**src/design/csrsm_pkg.sv**
```systemverilog
// clock select and reset/stop manager: shared constants, types and helpers
// assumes a 32-bit AXI4-Lite register bus and a single 10 MHz clock
`default_nettype none
package csrsm_pkg;
  // register indices; byte address is four times the index
  localparam logic [7:0] CLK_CTRL_IDX = 8'hf0;
  localparam logic [7:0] CLK_FLAGS_IDX = 8'hf2;
  localparam logic [7:0] PLL_CFG_IDX = 8'hf6;
  // clock_control field positions
  localparam int CTL_HALT_RST = 3;
  localparam int CTL_ALT_REQ = 2;
  localparam int CTL_LPW = 0;
  // clock_flags field positions
  localparam int FL_EXT_STOP = 7;
  localparam int FL_XT_STOP = 4;
  localparam int FL_BYPASS = 3;
  localparam int FL_PLL_SEL = 0;
  // pll_config field positions
  localparam int PLL_MUL_LSB = 4;
  localparam int PLL_DIV_LSB = 0;
  // reset values
  localparam logic [7:0] FLAGS_POR = 8'h08;
  localparam logic [7:0] FLAGS_WDOG = 8'h48;
  localparam logic [7:0] FLAGS_SW = 8'h28;
  localparam logic [1:0] PLL_MUL_RST = 2'h0;
  localparam logic [2:0] PLL_DIV_OFF = 3'h7;
  // timing: reset exit count and stop exit delay in clock periods
  localparam int RST_EXIT_OSC_CYC = 79870;
  localparam int STOP_EXIT_CYC = 255;
  // bus answers
  localparam logic [1:0] RESP_OKAY = 2'h0;
  localparam logic [1:0] RESP_SLVERR = 2'h2;
  typedef enum logic [1:0] {SRC_XTAL, SRC_DIV16, SRC_PLL, SRC_ALT} csrsm_src_e;
  typedef enum logic [2:0] {ST_RUN, ST_RST_PIN, ST_RST_CNT, ST_HALT, ST_STOP, ST_WAKE} csrsm_state_e;
  // multiplier code to factor
  function automatic logic [3:0] csrsm_mul_factor(input logic [1:0] code);
    case (code)
      2'h2: csrsm_mul_factor = 4'he;
      2'h0: csrsm_mul_factor = 4'ha;
      2'h3: csrsm_mul_factor = 4'h8;
      default: csrsm_mul_factor = 4'h6;
    endcase
  endfunction
endpackage
`default_nettype wire

```
**src/design/csrsm_top.sv**
```systemverilog
// clock select and reset/stop manager with AXI4-Lite register slave
// assumes pins arrive asynchronously; cpu strobes are single-cycle pulses on aclk
//
// Contract
// - alternate clock status reads 1 only when request set and clock present
// - lock bit 0 while pll off or unlocked; pll unusable then
// - hardware clears pll select on divider 111, quartz stop, low-power wfi, bypass 0
// - pll select 0 gives crystal clock, 1 gives pll output
// - active alternate clock (request set and clock present) beats all; cleared bypass beats pll select
// - pll config: multiplier bits 5:4, divider 2:0, reset 00 and 111
// - multiplier codes 10,00,11,01 give factors 14,10,8,6
// - divider codes 0..6 divide by code+1; 111 turns pll off
// - halt stops oscillator, holds clock high, only pin reset ends it
// - with watchdog enabled halt leaves oscillator running
// - three reset sources; software and watchdog flags set, pin clears both
// - low reset pin starts reset at once, over every other condition
// - watchdog timeout resets device without driving the reset pin
// - after pin release count fixed cycles before leaving reset
// - reset filter ignores short glitches; driver holds pin long enough
// - during reset registers take reset values, pins go weak pull-up
// - romless variant enters external memory mode on reset
// - stop mode halts oscillators, keeps context, clock held high
// - stop exit waits 255 periods, then interrupt and external stop flag
// - each change of the bypass bit raises an interrupt request
// - halt with reset enable resets; otherwise, with watchdog off, stops quartz, pll, unit
// - flags reset to 0x48 watchdog, 0x28 software, 0x08 power-on
`default_nettype none
module csrsm_top import csrsm_pkg::*; #(
  parameter int ADDR_W = 12,
  parameter int RST_EXIT_CYC = RST_EXIT_OSC_CYC
) (
  input wire logic aclk,
  input wire logic aresetn,
  input wire logic clk_en,
  input wire logic [ADDR_W-1:0] s_axi_awaddr,
  input wire logic s_axi_awvalid,
  output logic s_axi_awready,
  input wire logic [31:0] s_axi_wdata,
  input wire logic [3:0] s_axi_wstrb,
  input wire logic s_axi_wvalid,
  output logic s_axi_wready,
  output logic [1:0] s_axi_bresp,
  output logic s_axi_bvalid,
  input wire logic s_axi_bready,
  input wire logic [ADDR_W-1:0] s_axi_araddr,
  input wire logic s_axi_arvalid,
  output logic s_axi_arready,
  output logic [31:0] s_axi_rdata,
  output logic [1:0] s_axi_rresp,
  output logic s_axi_rvalid,
  input wire logic s_axi_rready,
  input wire logic reset_pin_n,
  input wire logic alt_clock,
  input wire logic pll_lock_raw,
  input wire logic romless_strap,
  input wire logic halt_exec,
  input wire logic wait_for_irq,
  input wire logic wdog_mode_select,
  input wire logic wdog_timeout,
  input wire logic stop_request,
  input wire logic wake_request,
  output logic cpu_reset_n,
  output logic io_weak_pullup,
  output logic ext_mem_mode,
  output logic osc_enable,
  output logic pll_enable,
  output logic [3:0] pll_mult_factor,
  output logic [2:0] pll_div_ratio,
  output logic [1:0] clk_source,
  output logic clk_hold_high,
  output logic clk_irq,
  output logic stop_active
);
  // one counter serves the reset exit and the stop exit, so it must hold the longer of the two
  localparam int CNT_MAX = (RST_EXIT_CYC > STOP_EXIT_CYC) ? RST_EXIT_CYC : STOP_EXIT_CYC;
  localparam int CNT_W = $clog2(CNT_MAX + 1);

  // register decode: 0 none, 1 control, 2 flags, 3 pll config
  function automatic logic [1:0] reg_sel(input logic [ADDR_W-1:0] a);
    if (a[ADDR_W-1:2] == (ADDR_W-2)'(CLK_CTRL_IDX)) reg_sel = 2'h1;
    else if (a[ADDR_W-1:2] == (ADDR_W-2)'(CLK_FLAGS_IDX)) reg_sel = 2'h2;
    else if (a[ADDR_W-1:2] == (ADDR_W-2)'(PLL_CFG_IDX)) reg_sel = 2'h3;
    else reg_sel = 2'h0;
  endfunction

  logic [3:0] sync0, sync1, sync2, pin_f;
  logic pin_low, alt_present, lock_in, romless;
  csrsm_state_e state, next_state;
  logic [CNT_W-1:0] cnt, next_cnt;
  logic halt_reset_enable, alt_clock_request, low_power_wait_enable;
  logic ext_stop_flag, wdog_reset_flag, sw_reset_flag, xtal_stop_enable;
  logic slow_clock_bypass, pll_source_select;
  logic [1:0] pll_multiplier;
  logic [2:0] pll_divider;
  logic alt_clock_active, alt_prev, bypass_prev;
  logic pll_on, pll_run, pll_lock, quartz_off, in_reset, frozen;
  logic sw_evt, wdog_evt, wake_done, wr_en;
  logic [1:0] sw_phase, next_phase;
  csrsm_src_e target;

  // pin synchronisers; a level is accepted once stages two and three agree
  always_ff @(posedge aclk) begin
    if (!aresetn) begin
      sync0 <= 4'h0;
      sync1 <= 4'h0;
      sync2 <= 4'h0;
      pin_f <= 4'h0;
    end else if (clk_en) begin
      sync0 <= {romless_strap, pll_lock_raw, alt_clock, reset_pin_n};
      sync1 <= sync0;
      sync2 <= sync1;
      pin_f <= (sync1 & sync2) | (pin_f & (sync1 | sync2));
    end
  end

  assign pin_low = !pin_f[0];
  assign alt_present = pin_f[1];
  assign lock_in = pin_f[2];
  assign romless = pin_f[3];

  // derived clock conditions
  assign pll_on = slow_clock_bypass && (pll_divider != PLL_DIV_OFF);
  assign quartz_off = xtal_stop_enable && alt_clock_active;
  assign pll_lock = pll_on && lock_in && !quartz_off;
  assign in_reset = (state == ST_RST_PIN) || (state == ST_RST_CNT);
  assign frozen = (state == ST_HALT) || (state == ST_STOP) || (state == ST_WAKE);
  assign pll_run = pll_on && !frozen && !quartz_off;
  assign sw_evt = (state == ST_RUN) && halt_exec && halt_reset_enable;
  assign wdog_evt = (state == ST_RUN) && wdog_timeout && wdog_mode_select;
  assign wake_done = (state == ST_WAKE) && (cnt == CNT_W'(STOP_EXIT_CYC - 1));
  assign wr_en = s_axi_awvalid && s_axi_awready && s_axi_wvalid && s_axi_wready && s_axi_wstrb[0];

  // source priority: alternate, then divide-by-16, then locked pll, else crystal
  always_comb begin
    if (alt_clock_active) target = SRC_ALT;
    else if (!slow_clock_bypass) target = SRC_DIV16;
    else if (pll_source_select && pll_lock) target = SRC_PLL;
    else target = SRC_XTAL;
  end

  // reset, halt and stop sequencing
  always_comb begin
    next_state = state;
    next_cnt = cnt;
    if (pin_low) begin
      next_state = ST_RST_PIN;
      next_cnt = '0;
    end else begin
      case (state)
        ST_RST_PIN: begin
          next_state = ST_RST_CNT;
          next_cnt = '0;
        end
        ST_RST_CNT: begin
          if (cnt == CNT_W'(RST_EXIT_CYC - 1)) next_state = ST_RUN;
          else next_cnt = cnt + 1'b1;
        end
        ST_RUN: begin
          if (sw_evt || wdog_evt) begin
            next_state = ST_RST_CNT;
            next_cnt = '0;
          end else if (halt_exec && !wdog_mode_select) begin
            next_state = ST_HALT;
          end else if (stop_request) begin
            next_state = ST_STOP;
          end
        end
        ST_HALT: next_state = ST_HALT;
        ST_STOP: begin
          if (wake_request) begin
            next_state = ST_WAKE;
            next_cnt = '0;
          end
        end
        ST_WAKE: begin
          if (wake_done) next_state = ST_RUN;
          else next_cnt = cnt + 1'b1;
        end
        default: next_state = ST_RST_PIN;
      endcase
    end
  end

  // state and counter
  always_ff @(posedge aclk) begin
    if (!aresetn) begin
      state <= ST_RST_PIN;
      cnt <= '0;
    end else if (clk_en) begin
      state <= next_state;
      cnt <= next_cnt;
    end
  end

  // system registers: reload on each reset source, else bus writes and hardware updates
  always_ff @(posedge aclk) begin
    if (!aresetn) begin
      {ext_stop_flag, wdog_reset_flag, sw_reset_flag, xtal_stop_enable} <= FLAGS_POR[7:4];
      slow_clock_bypass <= FLAGS_POR[FL_BYPASS];
      pll_source_select <= FLAGS_POR[FL_PLL_SEL];
      {halt_reset_enable, alt_clock_request, low_power_wait_enable} <= 3'h0;
      pll_multiplier <= PLL_MUL_RST;
      pll_divider <= PLL_DIV_OFF;
    end else if (clk_en) begin
      if (pin_low || sw_evt || wdog_evt) begin
        if (pin_low) {ext_stop_flag, wdog_reset_flag, sw_reset_flag, xtal_stop_enable} <= FLAGS_POR[7:4];
        else if (sw_evt) {ext_stop_flag, wdog_reset_flag, sw_reset_flag, xtal_stop_enable} <= FLAGS_SW[7:4];
        else {ext_stop_flag, wdog_reset_flag, sw_reset_flag, xtal_stop_enable} <= FLAGS_WDOG[7:4];
        slow_clock_bypass <= FLAGS_POR[FL_BYPASS];
        pll_source_select <= FLAGS_POR[FL_PLL_SEL];
        {halt_reset_enable, alt_clock_request, low_power_wait_enable} <= 3'h0;
        pll_multiplier <= PLL_MUL_RST;
        pll_divider <= PLL_DIV_OFF;
      end else if (!in_reset) begin
        if (wr_en && reg_sel(s_axi_awaddr) == 2'h1) begin
          halt_reset_enable <= s_axi_wdata[CTL_HALT_RST];
          alt_clock_request <= s_axi_wdata[CTL_ALT_REQ];
          low_power_wait_enable <= s_axi_wdata[CTL_LPW];
        end
        if (wr_en && reg_sel(s_axi_awaddr) == 2'h2) begin
          if (!s_axi_wdata[FL_EXT_STOP]) ext_stop_flag <= 1'b0;
          xtal_stop_enable <= s_axi_wdata[FL_XT_STOP];
          slow_clock_bypass <= s_axi_wdata[FL_BYPASS];
          pll_source_select <= s_axi_wdata[FL_PLL_SEL];
        end
        if (wr_en && reg_sel(s_axi_awaddr) == 2'h3) begin
          pll_multiplier <= s_axi_wdata[PLL_MUL_LSB +: 2];
          pll_divider <= s_axi_wdata[PLL_DIV_LSB +: 3];
        end
        // hardware clear of pll select, after any write in the same cycle
        if ((wr_en && reg_sel(s_axi_awaddr) == 2'h3 && s_axi_wdata[PLL_DIV_LSB +: 3] == PLL_DIV_OFF)
            || pll_divider == PLL_DIV_OFF || quartz_off || frozen
            || (wait_for_irq && low_power_wait_enable)
            || (wr_en && reg_sel(s_axi_awaddr) == 2'h2 && !s_axi_wdata[FL_BYPASS])) begin
          pll_source_select <= 1'b0;
        end
        if (wake_done) ext_stop_flag <= 1'b1;
      end
    end
  end

  // alternate clock takes effect only when present; change detectors for interrupts
  always_ff @(posedge aclk) begin
    if (!aresetn) begin
      alt_clock_active <= 1'b0;
      alt_prev <= 1'b0;
      bypass_prev <= FLAGS_POR[FL_BYPASS];
      clk_irq <= 1'b0;
    end else if (clk_en) begin
      alt_clock_active <= alt_clock_request && alt_present && !in_reset;
      alt_prev <= alt_clock_active;
      bypass_prev <= slow_clock_bypass;
      clk_irq <= (bypass_prev != slow_clock_bypass) || (alt_prev != alt_clock_active) || wake_done;
    end
  end

  // switch sequencer: hold clock high, change source, then release
  always_comb begin
    case (sw_phase)
      2'h0: next_phase = (csrsm_src_e'(clk_source) != target) ? 2'h1 : 2'h0;
      2'h1: next_phase = 2'h2;
      default: next_phase = 2'h0;
    endcase
  end

  always_ff @(posedge aclk) begin
    if (!aresetn) begin
      sw_phase <= 2'h0;
      clk_source <= SRC_XTAL;
      clk_hold_high <= 1'b1;
    end else if (clk_en) begin
      sw_phase <= next_phase;
      if (sw_phase == 2'h1) clk_source <= target;
      clk_hold_high <= (next_phase != 2'h0) || (next_state == ST_HALT) || (next_state == ST_STOP)
                       || (next_state == ST_WAKE);
    end
  end

  // device-level outputs
  always_ff @(posedge aclk) begin
    if (!aresetn) begin
      cpu_reset_n <= 1'b0;
      io_weak_pullup <= 1'b1;
      ext_mem_mode <= 1'b0;
      osc_enable <= 1'b1;
      pll_enable <= 1'b0;
      pll_mult_factor <= 4'h0;
      pll_div_ratio <= 3'h0;
      stop_active <= 1'b0;
    end else if (clk_en) begin
      cpu_reset_n <= (next_state == ST_RUN) || (next_state == ST_HALT) || (next_state == ST_STOP)
                     || (next_state == ST_WAKE);
      io_weak_pullup <= (next_state == ST_RST_PIN) || (next_state == ST_RST_CNT);
      if (in_reset) ext_mem_mode <= romless;
      osc_enable <= !((next_state == ST_HALT) || (next_state == ST_STOP) || quartz_off);
      pll_enable <= pll_run;
      pll_mult_factor <= pll_run ? csrsm_mul_factor(pll_multiplier) : 4'h0;
      pll_div_ratio <= pll_run ? pll_divider + 3'h1 : 3'h0;
      stop_active <= (next_state == ST_STOP) || (next_state == ST_WAKE);
    end
  end

  // AXI4-Lite write channel: take address and data together, answer one cycle later
  always_ff @(posedge aclk) begin
    if (!aresetn) begin
      s_axi_awready <= 1'b0;
      s_axi_wready <= 1'b0;
      s_axi_bvalid <= 1'b0;
      s_axi_bresp <= RESP_OKAY;
    end else if (clk_en) begin
      s_axi_awready <= s_axi_awvalid && s_axi_wvalid && !s_axi_awready && !s_axi_bvalid;
      s_axi_wready <= s_axi_awvalid && s_axi_wvalid && !s_axi_awready && !s_axi_bvalid;
      if (s_axi_awvalid && s_axi_awready) begin
        s_axi_bvalid <= 1'b1;
        s_axi_bresp <= (reg_sel(s_axi_awaddr) == 2'h0) ? RESP_SLVERR : RESP_OKAY;
      end else if (s_axi_bready) begin
        s_axi_bvalid <= 1'b0;
      end
    end
  end

  // AXI4-Lite read channel
  always_ff @(posedge aclk) begin
    if (!aresetn) begin
      s_axi_arready <= 1'b0;
      s_axi_rvalid <= 1'b0;
      s_axi_rdata <= 32'h0;
      s_axi_rresp <= RESP_OKAY;
    end else if (clk_en) begin
      s_axi_arready <= s_axi_arvalid && !s_axi_arready && !s_axi_rvalid;
      if (s_axi_arvalid && s_axi_arready) begin
        s_axi_rvalid <= 1'b1;
        s_axi_rresp <= (reg_sel(s_axi_araddr) == 2'h0) ? RESP_SLVERR : RESP_OKAY;
        case (reg_sel(s_axi_araddr))
          2'h1: s_axi_rdata <= {28'h0, halt_reset_enable, alt_clock_request, 1'b0, low_power_wait_enable};
          2'h2: s_axi_rdata <= {24'h0, ext_stop_flag, wdog_reset_flag, sw_reset_flag, quartz_off,
                                slow_clock_bypass, alt_clock_active, pll_lock, pll_source_select};
          2'h3: s_axi_rdata <= {26'h0, pll_multiplier, 1'b0, pll_divider};
          default: s_axi_rdata <= 32'h0;
        endcase
      end else if (s_axi_rready) begin
        s_axi_rvalid <= 1'b0;
      end
    end
  end
endmodule // csrsm_top
`default_nettype wire

```
**config.mk**
```make
export PLATFORM = sky130hd
export DESIGN_NAME = csrsm_top
export DESIGN_NICKNAME = d
export VERILOG_FILES = /design/src/design/csrsm_pkg.sv /design/src/design/csrsm_top.sv
export SDC_FILE = /design/constraint.sdc
export NUM_CORES = 1
export LEC_CHECK = 0
export BUFFER_PORTS_ARGS = -buffer_cell sky130_fd_sc_hd__buf_2
export CAP_MARGIN = 20
export CORE_MARGIN = 5
export CORE_UTILIZATION = 56
export DETAILED_ROUTE_END_ITERATION = 10
export GPL_ROUTABILITY_DRIVEN = 0
export PLACE_DENSITY = 0.83
export SYNTH_ARGS = -nofsm -noshare
export SYNTH_HDL_FRONTEND = slang
export SYNTH_SLANG_ARGS = --single-unit
```
**constraint.sdc**
```tcl
create_clock -name aclk -period 5.1 [get_ports aclk]
set_clock_uncertainty 0.05 [all_clocks]
set_input_delay 1.53 -clock aclk [delete_from_list [all_inputs] [get_ports aclk]]
set_output_delay 1.53 -clock aclk [all_outputs]
set_load 0.02 [all_outputs]
```
Word-level counts from Yosys, hierarchy flattened

Index checks and enable logic that the tools add are counted.
Widths: inputs -> output; s select.

Register bits: 112
Bits of input ports: 78
RAM bits: 0
Memories: 0
Bits in latches: 0
Output and inout bits: 58
ROM bits: 0
Word-level logic and storage cells: 256

$add $sub $neg: 2
Divide/modulo/power cells: 0
Multiply operators: 0
Reduce and logical (&&, ||, !) cells: 92
Shift operators: 0
Mux-type cells: 79
Bitwise gates (word level): 4
Eq/ne operators: 40
Order comparisons: 0

Operators with widths:

| kind                  | number |
|---|---|
| $mux 17               | 5 |
| $pmux 17 s5           | 1 |
| $eq 10x8->1 const B   | 6 |
| $mux 2                | 24 |
| $mux 1                | 33 |
| $mux 3                | 11 |
| $logic_and 1x1->1     | 31 |
| $pmux 8 s3            | 1 |
| $logic_or 1x1->1      | 23 |
| $eq 3x3->1 const B    | 6 |
| $pmux 3 s6            | 1 |
| $add 17x1->17 const B | 1 |
| $eq 17x17->1 const B  | 1 |
| $eq 17x8->1 const B   | 1 |
| $reduce_and 2->1      | 7 |
| $eq 2x2->1 const B    | 6 |
| $eq 3x2->1 const B    | 4 |
| $ne 3x3->1 const B    | 4 |
| $pmux 4 s3            | 1 |
| $reduce_and 3->1      | 4 |
| $reduce_bool 2->1     | 6 |
| $logic_not 1->1       | 11 |
| $and 4x4->4           | 2 |
| $logic_not 2->1       | 4 |
| other kinds (16)      | 23 |

Depth between registers and ports, before layout

Depth in word-level cells: 19
Depth in mapped cells: 10
Depth with buffers taken out: 8

Least setup slack after synthesis

No wires, ideal clock.

Path kind: input -> register
Start: input s_axi_awaddr[11]
End: register alt_clock_request
Library setup time: 0.118 ns
Cell stages on the path: 6
Setup slack: 1.982 ns
Buffers on the path: 0
Required time: 4.932 ns
Arrival time: 2.949 ns
Path through: nor4bb_1 > nand3_1 > or4_1 > and2_1 > a22oi_1 > nor2b_1

Cells in the longest elaborated chain, start to end: 12
Elaborated cells on any way between the ends: 14
Those cells by class: eq/ne (4); mux (7); reduce/logical (3)

Ends and longest elaborated chain:

| element                                | RTL line         | text |
|---|---|---|
| start, declared                        | csrsm_top.sv:35  | `input wire logic [ADDR_W-1:0] s_axi_awaddr,` |
| $eq 10x8->1                            | csrsm_top.sv:82  | `else if (a[ADDR_W-1:2] == (ADDR_W-2)'(PLL_CFG_IDX)) reg_sel = 2'h3;` |
| $mux 2                                 | csrsm_top.sv:82  |  |
| $mux 2                                 | csrsm_top.sv:81  | `else if (a[ADDR_W-1:2] == (ADDR_W-2)'(CLK_FLAGS_IDX)) reg_sel = 2'h2;` |
| $mux 2 (*)                             | csrsm_top.sv:80  | `if (a[ADDR_W-1:2] == (ADDR_W-2)'(CLK_CTRL_IDX)) reg_sel = 2'h1;` |
| $mux 2 (*)                             | csrsm_top.sv:214 | `end else if (!in_reset) begin` |
| $mux 2 (*)                             | csrsm_top.sv:205 | `if (pin_low \|\| sw_evt \|\| wdog_evt) begin` |
| $mux 2 (*)                             | csrsm_top.sv:204 | `end else if (clk_en) begin` |
| $mux 2 (*)                             | csrsm_top.sv:197 | `if (!aresetn) begin` |
| $eq 2x1->1 (*)                         | csrsm_top.sv:215 | `if (wr_en && reg_sel(s_axi_awaddr) == 2'h1) begin` |
| $logic_and 1x1->1 (*)                  | csrsm_top.sv:215 |  |
| $reduce_bool 2->1 (no source line) (*) | n/a              |  |
| $reduce_and 3->1 (no source line) (*)  | n/a              |  |
| end signal, assigned                   | csrsm_top.sv:217 | `alt_clock_request <= s_axi_wdata[CTL_ALT_REQ];` |
| end, declared                          | csrsm_top.sv:90  | `logic halt_reset_enable, alt_clock_request, low_power_wait_enable;` |

Mark *: on every way between the ends. The rest lies on a longest branch, timed or not. The select of a mux whose other input is x is not followed.
A chain may end at the register's enable or synchronous reset.

Worst setup path in the final report

Start: input clk_en
End: register cnt[11]

Cells in the longest elaborated chain, start to end: 1

Ends and longest elaborated chain:

| element                           | RTL line         | text |
|---|---|---|
| start, declared                   | csrsm_top.sv:34  | `input wire logic clk_en,` |
| $reduce_and 6->1 (no source line) | n/a              |  |
| end signal, assigned              | csrsm_top.sv:191 | `cnt <= next_cnt;` |
| end, declared                     | csrsm_top.sv:89  | `logic [CNT_W-1:0] cnt, next_cnt;` |

Every way passes these cells.

==> run_results.csv <==
group,metric,value,unit
status,outcome,"finished, final reports clean",
setup_path,endpoint_kind,"register",
logic_synthesis,async_flop_share,0,
power,powerDensity,267,nW/um^2
detailed_routing,wire_per_inst,15.2,um
sta,finalMaxSlewViolations,0,
logic_synthesis,synth-edff-count,0,
final_layout,drive_above_1_share,0.173,
setup_path,crit_family,"simple AND/OR/NAND/NOR gates",
detailed_routing,via_per_inst,5.87,
placed_design,dp_hpwl,7640,um
logic_synthesis,synth_seq_area_share,0.384,
logic_synthesis,netlist_top_cells_area,"dfxtp_1, nor2b_1, nand2_1",
logic_synthesis,synth_top_area_frac,0.384,
sta,setup_tns,0,ps
clocking,cts_tree,"built",
worst_hold_path,hold_class,"register to register",
sta,max_clock_freq,299,MHz
setup_path,critPathArrivalTime,3590,ps
floorplan,num_rows,32,
clocking,cts.sinks,85,
floorplan,fp.dieW,99.0,um
setup_path,worst_path_most_repeated_cell,"or3_1",
detailed_routing,ant_nets,0,
final_layout,fillers,678,
logic_synthesis,ys_ff_latch,85,
flow_run,maxCapViolations,0,
logic_synthesis,yosysMostFrequentCell,"dfxtp_1",
floorplan,start_util,0.574,
global_route,antenna_found_initial,0,
logic_synthesis,ys_types,62,
setup_path,cp-start-kind,"input pin",
floorplan,core_area,7730,sq um
placed_design,port-buffer-count,76,
logic_synthesis,post_synth.cell_area_avg,8.43,sq um
final_layout,diodes,0,
final_layout,register_area,1700,sq um
clocking,root_buffer,"clkbuf_8",
floorplan,dieArea,9790,sq um
global_route,grt_max_degree,71,
setup_path,worst-path-buf-inv,3,
logic_synthesis,yosysWarnings,0,
detailed_routing,routed_wirelength,10500,um
sta,hold_violations,0,
clocking,cts_buffers,9,
setup_path,cp_cell_sequence,"buf_2, inv_1, buf_4, nor3_2, nand2_1, or3_1, or3_1, a21oi_1",
global_route,grt_pass1_wl,16800,um
sta,final-setup-viol-count,0,
floorplan,die_y,99.0,um
floorplan,io_pins,136,
setup_path,path_class,"input pin to register",
clocking,cts-hold-fix-buffers,0,
detailed_routing,via_count,4067,
sta,fin_crit,3350,ps
detailed_routing,dr.pass1.iters,5,
setup_path,crit_fanout,26,
global_route,grt_use_total,0.206,
detailed_routing,drt_iter0_markers,292,
power,p_total,0.00132,W
final_layout,nets,672,
clocking,cts_setup_buffers,0,
clocking,h-tree-depth,3,
clocking,ctsResizeCount,0,
power,p_leak,1.97,nW
setup_path,max_stage_delay,410,ps
global_route,grt_pass1_vias,3685,
setup_path,critPathSlowestCell,"buf_2",
sta,worst_slew_pin_slew,647,ps
clocking,path_clk_slew,80,ps
clocking,clk_path_buf_depth,2,
setup_path,required,5350,ps
logic_synthesis,synth_top_cell_by_area,"dfxtp_1",
clocking,clk_latency,370,ps
global_route,grt_remaining_overflow,0,
power,peakVddDrop,0.209,mV
sta,rsz0062_at_grt,"no",
sta,max-slew-margin-rel,0.564,
final_layout,area_delta_synth_final,11.9,%
detailed_routing,post-route-drc-count,0,
sta,fin_crit_sh,0.656,
logic_synthesis,ys_top_cells_by_count,"dfxtp_1, nand2_1, nor2b_1",
logic_synthesis,syn_area,4430,sq um
final_layout,multiInputGateArea,2450,sq um
logic_synthesis,synthFlopType,"dfxtp_1",
logic_synthesis,synth_cells,526,
## worst paths after layout
check                                  from          end  slack (ps)  depth (start not counted)
worst max register to register     state[2]      cnt[15]        2730                          6
worst max-delay path                 clk_en      cnt[11]        1750                          8
worst min register to register  stop_active  stop_active         420                          1
worst min-delay path            stop_active  stop_active         420                          1
## worst reg2reg max path, stage by stage, from the launching register on
cell and delay (ps):
dfxtp_1 730, a21oi_1 140, o32a_1 220, a21o_1 180
o21a_4 310, or4_1 520, a21oi_1 150
## report_power, final
part           total [W]  switching (W)  internal (W)
Clock           0.000538       0.000259      0.000279
Combinational   0.000109      0.0000693     0.0000392
Sequential      0.000678     0.00000716      0.000671
## state kept, by name (all words and copies together), names as in the netlist, 2 cells and up
signal	cells
clk_source	2
cnt	17
pin_f	4
pll_div_ratio	3
pll_divider	3
pll_mult_factor	3
pll_multiplier	2
s_axi_rdata	8
state	3
sw_phase	2
sync0	4
sync1	4
sync2	4
## placed cells by master, fill, tap and decap left out, types with 3 or more instances in the layout
cell type / n
a31oi_1: 3
nor3b_1: 3
nand3_1: 14
o2bb2ai_1: 3
o21a_1: 7
o22ai_1: 3
nor2_1: 24
and2_1: 11
or4_1: 8
mux2i_1: 18
a22oi_1: 12
o211ai_1: 4
a21oi_1: 29
nand4b_1: 3
conb_1: 27
nor4b_1: 4
a21o_1: 5
nor3_1: 9
clkbuf_8: 9
o21ai_0: 30
xnor2_1: 4
inv_1: 12
or3_1: 9
nor2b_1: 35
buf_4: 4
dfxtp_1: 85
nand3b_1: 3
a21boi_0: 14
nand4_1: 11
o31ai_1: 6
nand2_1: 58
buf_2: 76
ha_1: 7
## metal layers
metal / global-route usage / vias to the layer above / share of wire
met5: 0 / - / 0
met4: 0.0777 / 0 / 0.022
met3: 0.0545 / 21 / 0.082
met2: 0.333 / 162 / 0.46
met1: 0.264 / 1921 / 0.44
li1: - / 1963 / -
## cells by family after synthesis
group	after synthesis	share of synthesized area
buffers and inverters	68	0.0844
AOI/OAI and AO/OA	138	0.211
adders and majority gates	7	0.0198
and+or+nand+nor	205	0.252
xor gates and xnor gates	4	0.00790
other	1	0.000846
DFF	85	0.384
muxes	18	0.0407
## per-stage QoR
step | utilization | instances | area [sq um] | hold WS [ps] | worst slack (ps)
6_report | 0.642 | 693 | 4960 | 417 | 1750
4_1_cts | 0.642 | 693 | 4960 | 422 | 1770
2_1_floorplan | - | 552 | 4530 | 390 | 1980
3_3_place_gp | 0.613 | 678 | 4740 | 400 | 1450
3_5_place_dp | 0.613 | 678 | 4740 | 394 | 1390
5_1_grt | 0.642 | 693 | 4960 | 445 | 1580
## layout make-up
class,instances,share of cell area
Timing Repair Buffer,80,0.0828
Sequential cell,85,0.343
Clock inverter,6,0.0194
Multi-Input combinational cell,399,0.495
Tap cell,102,0.0257
Inverter,12,0.00908
Clock buffer,9,0.0250
(Power assumes the default switching activity.)
